**config.mk**
```make
export PLATFORM = sky130hd
export DESIGN_NAME = hb_fault_supervisor
export DESIGN_NICKNAME = d
export VERILOG_FILES = /design/src/rtl/hb_pkg.sv /design/src/rtl/hb_phase_if.sv /design/src/rtl/hb_phase.sv /design/src/rtl/hb_fault_supervisor.sv
export VERILOG_INCLUDE_DIRS = /design/src /design/src/rtl
export SDC_FILE = /design/constraint.sdc
export NUM_CORES = 1
export LEC_CHECK = 0
export ABC_AREA = 1
export ABC_CLOCK_PERIOD_IN_PS = 17100
export BUFFER_PORTS_ARGS = -buffer_cell sky130_fd_sc_hd__buf_2
export CAP_MARGIN = 30
export CORE_UTILIZATION = 52
export CTS_CLUSTER_DIAMETER = 150
export DETAILED_ROUTE_END_ITERATION = 12
export HOLD_SLACK_MARGIN = 0.12
export PLACE_DENSITY = 0.69
export REMOVE_ABC_BUFFERS = 1
export SLEW_MARGIN = 20
export SYNTH_ARGS = -nofsm -noshare
export SYNTH_HDL_FRONTEND = slang
export SYNTH_SLANG_ARGS = --single-unit
```
**constraint.sdc**
```tcl
create_clock -name core_clk -period 17.1 [get_ports core_clk]
set_clock_uncertainty 0.1 [all_clocks]
set_input_delay 5.13 -clock core_clk [delete_from_list [all_inputs] [get_ports core_clk]]
set_output_delay 5.13 -clock core_clk [all_outputs]
set_load 0.03 [all_outputs]
```
**src/rtl/hb_defines.svh**
```systemverilog
// timing values in ns and clock cycles for the half-bridge supervisor
`ifndef HB_DEFINES_SVH
`define HB_DEFINES_SVH
`define CLK_PERIOD_NS      10
`define SC_FILTER_NS       6000
`define SC_FILTER_CYC      (`SC_FILTER_NS / `CLK_PERIOD_NS)
`define OC_BLANK_NS        1500
`define OC_BLANK_CYC       (`OC_BLANK_NS / `CLK_PERIOD_NS)
`define OV_FILTER_NS       30000
`define OV_FILTER_CYC      (`OV_FILTER_NS / `CLK_PERIOD_NS)
`define UV_FILTER_NS       1000
`define UV_FILTER_CYC      (`UV_FILTER_NS / `CLK_PERIOD_NS)
`define DT_MIN_NS          200
`define DT_MIN_CYC         ((`DT_MIN_NS + `CLK_PERIOD_NS - 1) / `CLK_PERIOD_NS)
`define RES_CLEAR_NS       2000
`define RES_CLEAR_CYC      (`RES_CLEAR_NS / `CLK_PERIOD_NS)
`define RES_IGNORE_NS      500
`define RES_IGNORE_CYC     (`RES_IGNORE_NS / `CLK_PERIOD_NS)
`endif

```
**src/rtl/hb_pkg.sv**
```systemverilog
// types shared by the half-bridge supervisor files
package hb_pkg;
    typedef enum logic [1:0] {
        CODE_NONE  = 2'b00,
        CODE_OTOV  = 2'b01,
        CODE_UV    = 2'b11,
        CODE_SCOC  = 2'b10
    } fault_code_t;
endpackage

```
**src/rtl/hb_phase_if.sv**
```systemverilog
// interface carrying one half-bridge phase between supervisor and phase module
`timescale 1ns/1ns
interface hb_phase_if;
    logic hi_cmd;
    logic lo_cmd;
    logic gate_allow;
    logic hi_gate;
    logic lo_gate;
    logic hi_armed;
    logic lo_armed;
    modport sup   (output hi_cmd, output lo_cmd, output gate_allow,
                   input hi_gate, input lo_gate, input hi_armed, input lo_armed);
    modport phase (input hi_cmd, input lo_cmd, input gate_allow,
                   output hi_gate, output lo_gate, output hi_armed, output lo_armed);
endinterface

```
**src/rtl/hb_phase.sv**
```systemverilog
// one half-bridge phase: shoot-through lockout, dead time, monitor arming
`timescale 1ns/1ns
`include "hb_defines.svh"
module hb_phase
    import hb_pkg::*;
#(
    parameter int DT_W = 8
) (
    input  wire logic            core_clk,
    input  wire logic            rst,
    input  wire logic [DT_W-1:0] dead_cycles,
    hb_phase_if.phase            ph
);
    logic [DT_W-1:0] dt_cnt_reg, dt_cnt_next;
    logic            hi_reg, hi_next;
    logic            lo_reg, lo_next;
    logic            want_hi, want_lo;

    // both on at once is dropped; the pair goes idle instead
    assign want_hi = ph.gate_allow && ph.hi_cmd && !ph.lo_cmd;
    assign want_lo = ph.gate_allow && ph.lo_cmd && !ph.hi_cmd;

    // a side may turn on only after both were off for the dead time
    always_comb begin
        hi_next     = 1'b0;
        lo_next     = 1'b0;
        dt_cnt_next = dt_cnt_reg;
        if (hi_reg || lo_reg) begin
            dt_cnt_next = '0;
            hi_next     = hi_reg && want_hi;
            lo_next     = lo_reg && want_lo;
        end else if (!want_hi && !want_lo) begin
            dt_cnt_next = '0;
        end else if (dt_cnt_reg >= dead_cycles) begin
            hi_next = want_hi;
            lo_next = want_lo;
        end else begin
            dt_cnt_next = dt_cnt_reg + 1'b1;
        end
    end

    always_ff @(posedge core_clk or posedge rst) begin
        if (rst) begin
            dt_cnt_reg <= '0;
            hi_reg     <= 1'b0;
            lo_reg     <= 1'b0;
        end else begin
            dt_cnt_reg <= dt_cnt_next;
            hi_reg     <= hi_next;
            lo_reg     <= lo_next;
        end
    end

    assign ph.hi_gate  = hi_reg;
    assign ph.lo_gate  = lo_reg;
    // monitor only once the gate is really on, i.e. dead time expired
    assign ph.hi_armed = hi_reg && ph.hi_cmd;
    assign ph.lo_armed = lo_reg && ph.lo_cmd;
endmodule

```
**src/rtl/hb_fault_supervisor.sv**
```systemverilog
// three-phase gate driver protection and fault reporting top
`timescale 1ns/1ns
`include "hb_defines.svh"

// Summary of operation
// - drain-source over limit on an armed switch starts the short-circuit timer
// - short lasting 6 us turns all switches off and latches until enable reset
// - a switch is monitored only while commanded on and past dead time
// - detection level is a fixed factory option out of five levels
// - overcurrent comparator passes a 1.5 us blanking filter
// - overcurrent only warns; switches keep following commands
// - overcurrent warning clears when current falls or commutates to high side
// - dead time separates one switch off from its partner on
// - both switches of one bridge requested on is ignored
// - filtered pump undervoltage pulls all gates low, disables short monitoring
// - undervoltage recovery resumes the input pattern without reset
// - filtered supply overvoltage turns switches and pumps off until reset
// - overvoltage shutdown also reports the resulting undervoltage
// - overtemperature warns, keeps running, clears by itself
// - status pins: 00 none, 10 OT/OV, 11 UV, 01 SC/OC (a,b)
// - priority: short circuit, undervoltage, overvoltage, then OT and OC
// - no fault causes sleep; only the wake control input does
// - enable low for the reset time clears latches and switches off
// - while disabled only undervoltage and overtemperature are shown
// - enable low pulses of 0.5 us or less are no reset
module hb_fault_supervisor
    import hb_pkg::*;
#(
    parameter int DT_W          = 8,
    parameter int SC_FILTER_CYC = `SC_FILTER_CYC,
    parameter int OC_BLANK_CYC  = `OC_BLANK_CYC,
    parameter int OV_FILTER_CYC = `OV_FILTER_CYC,
    parameter int UV_FILTER_CYC = `UV_FILTER_CYC,
    parameter int RES_CLEAR_CYC = `RES_CLEAR_CYC
) (
    input  wire logic            core_clk,
    input  wire logic            rst,
    input  wire logic [2:0]      gate_cmd_hi,
    input  wire logic [2:0]      gate_cmd_lo,
    input  wire logic [1:0]      bridge_enable_in,
    input  wire logic            wake_control_in,
    input  wire logic [DT_W-1:0] dead_time_set_pin,
    input  wire logic [2:0]      ds_trip_hi,
    input  wire logic [2:0]      ds_trip_lo,
    input  wire logic            overcurrent_limit_pin,
    input  wire logic [1:0]      pump_buffer_caps,
    input  wire logic            vs_over_sense,
    input  wire logic            bridge_supply_sense,
    input  wire logic            temp_over_sense,
    output logic      [2:0]      gate_out_hi,
    output logic      [2:0]      gate_out_lo,
    output logic                 pump_enable,
    output logic                 sleep_out,
    output logic                 fault_code_out_a,
    output logic                 fault_code_out_b
);
    // pins through the synchroniser
    localparam int NSYNC = 21;
    localparam int CW    = 16;

    // ************************************************************
    // input synchronisers
    // ************************************************************
    logic [NSYNC-1:0] raw_in;
    logic [NSYNC-1:0] s1_reg, s2_reg, s3_reg, clean_reg;
    logic [NSYNC-1:0] s1_next, s2_next, s3_next, clean_next;

    // same order as the unpacking below
    assign raw_in = {gate_cmd_hi, gate_cmd_lo, bridge_enable_in, wake_control_in,
                     ds_trip_hi, ds_trip_lo, overcurrent_limit_pin, pump_buffer_caps,
                     vs_over_sense, bridge_supply_sense, temp_over_sense};

    // a bit changes only once the second and third stage agree
    always_comb begin
        // stages shift one place per clock
        s1_next    = raw_in;
        s2_next    = s1_reg;
        s3_next    = s2_reg;
        clean_next = clean_reg;

        // a disagreeing pair keeps the old value
        for (int i = 0; i < NSYNC; i++) begin
            if (s2_reg[i] == s3_reg[i]) begin
                clean_next[i] = s3_reg[i];
            end
        end
    end

    // synchroniser registers
    always_ff @(posedge core_clk or posedge rst) begin
        if (rst) begin
            s1_reg    <= '0;
            s2_reg    <= '0;
            s3_reg    <= '0;
            clean_reg <= '0;
        end else begin
            s1_reg    <= s1_next;
            s2_reg    <= s2_next;
            s3_reg    <= s3_next;
            clean_reg <= clean_next;
        end
    end

    logic [2:0] c_hi, c_lo, c_dsh, c_dsl;
    logic [1:0] c_ena, c_pump;
    logic       c_wake, c_oc, c_vs, c_vdh, c_temp;

    // agreed pin values
    assign {c_hi, c_lo, c_ena, c_wake, c_dsh, c_dsl, c_oc, c_pump,
            c_vs, c_vdh, c_temp} = clean_reg;

    // ************************************************************
    // filter timers
    // ************************************************************
    // counters saturate, so they never wrap
    logic [CW-1:0] sc_cnt_reg, oc_cnt_reg, ov_cnt_reg, uv_cnt_reg, res_cnt_reg;
    logic [CW-1:0] sc_cnt_next, oc_cnt_next, ov_cnt_next, uv_cnt_next, res_cnt_next;
    logic          sc_latch_reg, ov_latch_reg, oc_warn_reg, uv_reg;
    logic          sc_latch_next, ov_latch_next, oc_warn_next, uv_next;
    logic          sc_raw, ov_raw, uv_raw, oc_raw, enabled, res_hit;
    logic [2:0]    armed_hi, armed_lo;

    // the comparator tripping on an armed switch is the short condition;
    // the level itself is fixed in the analog comparator, not here
    assign sc_raw  = |((c_dsh & armed_hi) | (c_dsl & armed_lo)) && !uv_reg;

    // either supply over its level
    assign ov_raw  = c_vs || c_vdh;

    // pump caps discharge when overvoltage shuts the pumps off
    assign uv_raw  = (|c_pump) || ov_latch_reg;

    // current through shunt only while a low side conducts
    assign oc_raw  = c_oc && (|gate_out_lo);

    // both enable lines high
    assign enabled = &c_ena;
    // enable low for the clear time
    assign res_hit = (res_cnt_reg >= CW'(RES_CLEAR_CYC));

    // counters drop to zero unless their condition holds
    always_comb begin
        sc_cnt_next   = '0;
        oc_cnt_next   = '0;
        ov_cnt_next   = '0;
        uv_cnt_next   = '0;
        res_cnt_next  = '0;
        sc_latch_next = sc_latch_reg;
        ov_latch_next = ov_latch_reg;
        oc_warn_next  = 1'b0;
        uv_next       = 1'b0;

        // short: armed trips count to the mark
        if (sc_raw) begin
            sc_cnt_next = (sc_cnt_reg >= CW'(SC_FILTER_CYC)) ? sc_cnt_reg
                                                              : sc_cnt_reg + 1'b1;
        end
        if (sc_raw && sc_cnt_reg >= CW'(SC_FILTER_CYC - 1)) begin
            sc_latch_next = 1'b1;
        end

        // overvoltage latches like a short
        if (ov_raw) begin
            ov_cnt_next = (ov_cnt_reg >= CW'(OV_FILTER_CYC)) ? ov_cnt_reg
                                                              : ov_cnt_reg + 1'b1;
        end
        if (ov_raw && ov_cnt_reg >= CW'(OV_FILTER_CYC - 1)) begin
            ov_latch_next = 1'b1;
        end

        // blanking hides short overshoot of the sensed current
        if (oc_raw) begin
            oc_cnt_next  = (oc_cnt_reg >= CW'(OC_BLANK_CYC)) ? oc_cnt_reg
                                                              : oc_cnt_reg + 1'b1;
            oc_warn_next = oc_warn_reg || (oc_cnt_reg >= CW'(OC_BLANK_CYC - 1));
        end

        // undervoltage holds only while its source is present: auto restart
        if (uv_raw) begin
            uv_cnt_next = (uv_cnt_reg >= CW'(UV_FILTER_CYC)) ? uv_cnt_reg
                                                              : uv_cnt_reg + 1'b1;
            uv_next     = uv_reg || (uv_cnt_reg >= CW'(UV_FILTER_CYC - 1));
        end

        // enable low: counting long lows; short ones never reach the mark
        if (!enabled) begin
            res_cnt_next = res_hit ? res_cnt_reg : res_cnt_reg + 1'b1;
        end

        // clearing follows detection in the same cycle, so a new fault
        // during reset would be masked; reset wins by design intent
        if (res_hit) begin
            sc_latch_next = 1'b0;
            ov_latch_next = 1'b0;
        end
    end

    // filter and latch registers
    always_ff @(posedge core_clk or posedge rst) begin
        if (rst) begin
            sc_cnt_reg   <= '0;
            oc_cnt_reg   <= '0;
            ov_cnt_reg   <= '0;
            uv_cnt_reg   <= '0;
            res_cnt_reg  <= '0;
            sc_latch_reg <= 1'b0;
            ov_latch_reg <= 1'b0;
            oc_warn_reg  <= 1'b0;
            uv_reg       <= 1'b0;
        end else begin
            sc_cnt_reg   <= sc_cnt_next;
            oc_cnt_reg   <= oc_cnt_next;
            ov_cnt_reg   <= ov_cnt_next;
            uv_cnt_reg   <= uv_cnt_next;
            res_cnt_reg  <= res_cnt_next;
            sc_latch_reg <= sc_latch_next;
            ov_latch_reg <= ov_latch_next;
            oc_warn_reg  <= oc_warn_next;
            uv_reg       <= uv_next;
        end
    end

    // ************************************************************
    // phases
    // ************************************************************
    logic       allow;
    logic [DT_W-1:0] dead_cycles;
    logic [2:0] g_hi, g_lo;

    // overcurrent and overtemperature do not block the gates
    assign allow = enabled && !sc_latch_reg && !ov_latch_reg && !uv_reg;
    // resistor setting adds cycles on top of the fixed minimum
    // the sum is DT_W bits: a large setting wraps
    assign dead_cycles = DT_W'(`DT_MIN_CYC) + dead_time_set_pin;

    // one phase module per half bridge
    for (genvar p = 0; p < 3; p++) begin : g_phase
        hb_phase_if ph ();

        assign ph.hi_cmd     = c_hi[p];
        assign ph.lo_cmd     = c_lo[p];
        assign ph.gate_allow = allow;
        assign g_hi[p]       = ph.hi_gate;
        assign g_lo[p]       = ph.lo_gate;
        assign armed_hi[p]   = ph.hi_armed;
        assign armed_lo[p]   = ph.lo_armed;

        // all phases share one dead_cycles setting; each phase counts on its own
        hb_phase #(.DT_W(DT_W)) u_phase (
            .core_clk    (core_clk),
            .rst         (rst),
            .dead_cycles (dead_cycles),
            .ph          (ph)
        );
    end

    // ************************************************************
    // status outputs
    // ************************************************************
    // code, pump and sleep registers
    fault_code_t code_reg, code_next;
    logic        pump_reg, sleep_reg;

    // priority encoder of the active faults
    always_comb begin
        code_next = CODE_NONE;

        if (enabled) begin
            if (sc_latch_reg)      code_next = CODE_SCOC;
            else if (uv_reg)       code_next = CODE_UV;
            else if (ov_latch_reg) code_next = CODE_OTOV;
            else if (c_temp)       code_next = CODE_OTOV;
            else if (oc_warn_reg)  code_next = CODE_SCOC;
        end else begin
            // other faults stay hidden while disabled
            if (uv_reg)            code_next = CODE_UV;
            else if (c_temp)       code_next = CODE_OTOV;
        end
    end

    // registered so the pins never glitch
    always_ff @(posedge core_clk or posedge rst) begin
        if (rst) begin
            code_reg  <= CODE_NONE;
            pump_reg  <= 1'b0;
            sleep_reg <= 1'b0;
        end else begin
            code_reg  <= code_next;
            pump_reg  <= !ov_latch_reg;
            sleep_reg <= !c_wake;
        end
    end

    // pins straight from registers
    assign gate_out_hi      = g_hi;
    assign gate_out_lo      = g_lo;
    assign pump_enable      = pump_reg;
    assign sleep_out        = sleep_reg;
    assign fault_code_out_a = code_reg[0];
    assign fault_code_out_b = code_reg[1];
endmodule

```
Word level (Yosys, flattened, before mapping)
Cells that the tools add are included.
{"block": "classes", "n_reduce_logical": 63, "magnitude_cmp": 12, "n_eq_ne": 29, "muxes": 51, "n_addsub": 9, "bitwise": 3}
{"op": "2-to-1 mux 16 bit", "count": 10}
{"op": "adder 16 x 1 -> 16 bit (second input constant)", "count": 5}
{"op": "2-to-1 mux 8 bit", "count": 9}
{"op": "greater-or-equal comparator 16 x 8 -> 1 bit (second input constant)", "count": 3}
{"op": "logical AND 1 bit", "count": 34}
{"op": "greater-or-equal comparator 16 x 10 -> 1 bit (second input constant)", "count": 2}
{"op": "greater-or-equal comparator 16 x 12 -> 1 bit (second input constant)", "count": 2}
{"op": "greater-or-equal comparator 16 x 7 -> 1 bit (second input constant)", "count": 2}
{"op": "2-to-1 mux 1 bit", "count": 25}
{"op": "adder 8 x 1 -> 8 bit (second input constant)", "count": 3}
{"op": "greater-or-equal comparator 8 bit", "count": 3}
{"op": "equality test 1 bit", "count": 21}
{"op": "zero test 1 bit", "count": 16}
{"op": "2-to-1 mux 2 bit", "count": 7}
{"op": "inequality test 2 bit (second input constant)", "count": 5}
{"op": "inequality test 3 x 1 -> 1 bit (second input constant)", "count": 3}
{"op": "adder 5 x 8 -> 8 bit (first input constant)", "count": 1}
{"op": "logical OR 1 bit", "count": 7}
{"op": "bitwise AND 3 bit", "count": 2}
{"op": "OR reduction 3 bit", "count": 2}
{"op": "nonzero test 2 bit", "count": 2}
{"op": "OR 3 bit", "count": 1}
{"op": "AND reduction 2 bit", "count": 1}
{"op": "OR reduction 2 bit", "count": 1}
{"block": "totals", "register_bits": 202, "out_inout_bits": 10, "inputBits": 31, "wordCells": 212}

Depth between registers and ports, before layout
{"block": "depth", "ltp_word": 10, "depth_mapped": 17, "depth_no_buf": 17}

By module
Synthesis repeated with hierarchy kept, for this count alone.
{"block": "hier_totals", "cells_unflattened": 1095, "area_unflattened_um2": 9809.4}
{"module": "hb_fault_supervisor", "instances": 1, "seq_area_each_um2": 4304.1, "area_per_inst_um2": 7215.7, "cells_per_inst": 735}
{"module": "hb_phase", "instances": 3, "seq_area_each_um2": 250.2, "area_per_inst_um2": 864.6, "cells_per_inst": 120}

Worst setup path before layout
OpenSTA, ideal clock, no wires.
{"block": "synth_path", "kind": "input to register", "startpoint": "input dead_time_set_pin[2]", "endpoint": "register g_phase[0].u_phase.dt_cnt_reg[0]", "path_buffers": 0, "slack_ns": 10.541, "arrival_ns": 6.341, "required_time_ns": 16.882, "cell_stages": 11, "setup_ns": 0.118, "path_cell_list": "ha_1 -> xor2_1 -> ha_1 -> nand2_1 -> inv_1 -> nand2_1 -> nand2_1 -> nand2_4 -> nand2_4 -> nor2_1 -> nor2_2"}
{"block": "synth_between", "elab_chain_len": 3}
{"element": "start, declared", "line": "hb_fault_supervisor.sv:42", "text": "input wire logic [DT_W-1:0] dead_time_set_pin,"}
{"element": "adder 5 x 8 -> 8 bit", "line": "hb_fault_supervisor.sv:234", "text": "assign dead_cycles = DT_W'(`DT_MIN_CYC) + dead_time_set_pin;"}
{"element": "greater-or-equal comparator 8 bit", "line": "hb_phase.sv:34", "text": "end else if (dt_cnt_reg >= dead_cycles) begin"}
{"element": "inequality test 3 x 1 -> 1 bit (no source line)"}
{"element": "end signal, assigned", "line": "hb_phase.sv:48", "text": "dt_cnt_reg <= dt_cnt_next;"}
{"element": "end, declared", "line": "hb_phase.sv:14", "text": "logic [DT_W-1:0] dt_cnt_reg, dt_cnt_next;"}
Every way passes these cells.
A chain may end at the register's enable or synchronous reset.

Worst setup path in the final report
{"block": "layout_path", "startpoint": "register g_phase[2].u_phase.lo_reg", "endpoint": "output gate_out_lo[2]"}
{"element": "start, declared", "line": "hb_phase.sv:16", "text": "logic lo_reg, lo_next;"}
{"element": "start signal, assigned", "line": "hb_phase.sv:50", "text": "lo_reg <= lo_next;"}
{"element": "end, declared", "line": "hb_fault_supervisor.sv:51", "text": "output logic [2:0] gate_out_lo,"}
No word-level cell between the ends.

==> results.ini <==
[status]
outcome=complete, no violations

[place]
dp_hpwl_um=11100
gp_congestion=0.804
placed_cell_area_um2=9540
io_buffers=40

[clock_tree]
cts_resized=0
cts_tree=built
worstSkewPairLatency_ns=0.50
hold_buffers=0
cts.sinks=202
cts_buffers=22
cts-root-buf=clkbuf_16
path_clk_slew_ns=0.06
h-tree-depth=1
postCtsSetupRepairBufs=0
clock_path_buffers=3

[yosys]
netlist_area_um2=9070
synthTopCellsByArea=dfrtp_1 56%, nand2_1 7.2%, inv_1 5.7%
synth_compound_area_share_pct=5.31
netlist_instances=982
synth.largest_area_cell=dfrtp_1
muxShareOfSynthArea_pct=0
synth_top_family_by_area=simple AND/OR/NAND/NOR gates
synthXorXnorAreaFrac_pct=1.54
synth-simple-area-share_pct=23.8
seq_area_frac_synth_pct=55.7
synth_top_area_share_pct=55.7
yosys.cell_count.top_type=dfrtp_1
async_reset_ff_share_pct=100
yosysWarningCount=0
ys_ff_latch=202
syn_avg_cell_area_um2=9.24
synth_edf_count=0
yosys.area_share.adder_pct=6.59
synthTopCellsByCount=202 x dfrtp_1, 174 x nand2_1, 138 x inv_1
synth_flop_cell=dfrtp_1
synth_cell_type_count=44

[die]
rows=47
die_h_um=134
core_area_um2=16800
die_x_um=134
io_pins=41
start_util_pct=53.9
dieArea_um2=18000

[worst_setup_path]
ff2ff_path_depth=8
path_delay_family=flip-flops
cp_max_fo=5
critical-path-slowest-cell=dfrtp_1
end_kind=output port
max_stage_delay_ns=0.48
critical_path_buf_inv_count=1
crit_chain=buf_2
cp.required_ns=11.87
crit_cells=1
worst_ep_arrival_time_ns=1.22
path_class=register to output port
start_kind=register

[finish]
area_growth_syn_to_layout_pct=12.9
drive_gt1_share_pct=13.7
layout.nets=1102
final_area_um2=10200
antenna_cells=0
largest_reg_flops=24
fin_util_pct=60.9

[grt]
antenna_found_initial=0
grt-ovfl-total=0
grt_max_degree=122
grt_first_pass_wirelength_um=27900
track_usage_pct=18.8
grt_pass1_vias=6105

[route]
top_layer_used=met4
ant_nets=0
vias_per_cell=4.92
avgRoutedWirePerCell_um=12.5
m1WireLength_um=7950
dr.pass1.iters=5
wl_met2_um=7270
vias=6268
drc=0
totalWireLength_um=16000
route.met3.wl_um=535
drtIter0Drc=276

[min_path]
whs_path_depth=0
holdCritPathClass=register to register

[timing]
setup_viol=0
period_needed_ns=6.45
fin_crit_sh_pct=37.7
rsz0062_at_grt=false
fmax_ghz=0.155
tightest_slew_ns=0.780
hold_viol_final=0
slew_viol_final=0
fin_tns_setup_ns=0
max_slew_margin_pct=48.0

[flow_run]
drv_cap=0

[pwr]
cellLeakagePower_nw=4.93
power_w=0.00105
ir_drop_v=0.0000784
p_per_area_nw_per_um2=103

==> path summary, 6_finish.rpt <==
check	slack (ns)	to	startpoint
max reg2reg	15.11	g_phase[1].u_phase.dt_cnt_reg[4]	clean_reg[14]
min in group asynchronous	4.70	ov_cnt_reg[7]	rst
min reg2reg	0.24	s2_reg[16]	s1_reg[16]
max in group asynchronous	10.91	s3_reg[10]	rst
max	10.65	gate_out_lo[2]	g_phase[2].u_phase.ph.lo_gate
min	0.24	s2_reg[16]	s1_reg[16]
==> cells in the final DEF, fill, tap and decap left out, types with 5 or more instances in the layout <==
cell type  instances
a21oi_1           28
o21ai_1            5
nor2_1           111
o21ai_0           34
ha_1              31
nor3_1            27
nand2_1          174
dfrtp_1          202
nand2_2           21
inv_1            137
inv_2             11
nor2_2             7
nand3_1           78
o31ai_1            9
buf_2             40
nand2_4            7
nand4_1           15
xor2_1            13
clkbuf_16         23
maj3_1            21
==> cell type report <==
cell class | count | area, um2
well taps | 220 | 275
fillers | 1416 | 6580
repair buffers | 45 | 258
flip-flops and latches | 202 | 5050
multi-input cells | 617 | 3380
inverters | 152 | 581
clock inverters | 8 | 51.3
clock buffers | 30 | 642
==> metrics by stage <==
stage	setup slack [ns]	std cells	hold WS, ns
5_1_grt	10.53	1274	0.245
4_1_cts	10.63	1273	0.246
3_5_place_dp	10.18	1235	0.235
2_1_floorplan	6.36	971	0.231
3_3_place_gp	10.01	1234	0.231
6_report	10.65	1274	0.244
==> layer usage <==
metal,vias to the layer above,global-route usage [%]
met5,-,0
met4,0,4.37
met3,19,2.72
met2,73,30.4
met1,2918,27.0
li1,3258,-
==> cell families (layout without fill, tap and decap cells) <==
logic type / after synthesis / after routing
compound gates: 86 / 86
xor+xnor: 16 / 16
fa+ha+maj: 52 / 52
buf+inv: 163 / 235
flops: 202 / 202
simple gates: 463 / 463
==> power by group <==
group | internal [W] | switching (W)
combinational | 0.0000290 | 0.0000538
clock | 0.000262 | 0.000181
sequential | 0.000504 | 0.0000213
Note: power is estimated with default switching activity, not from simulation.
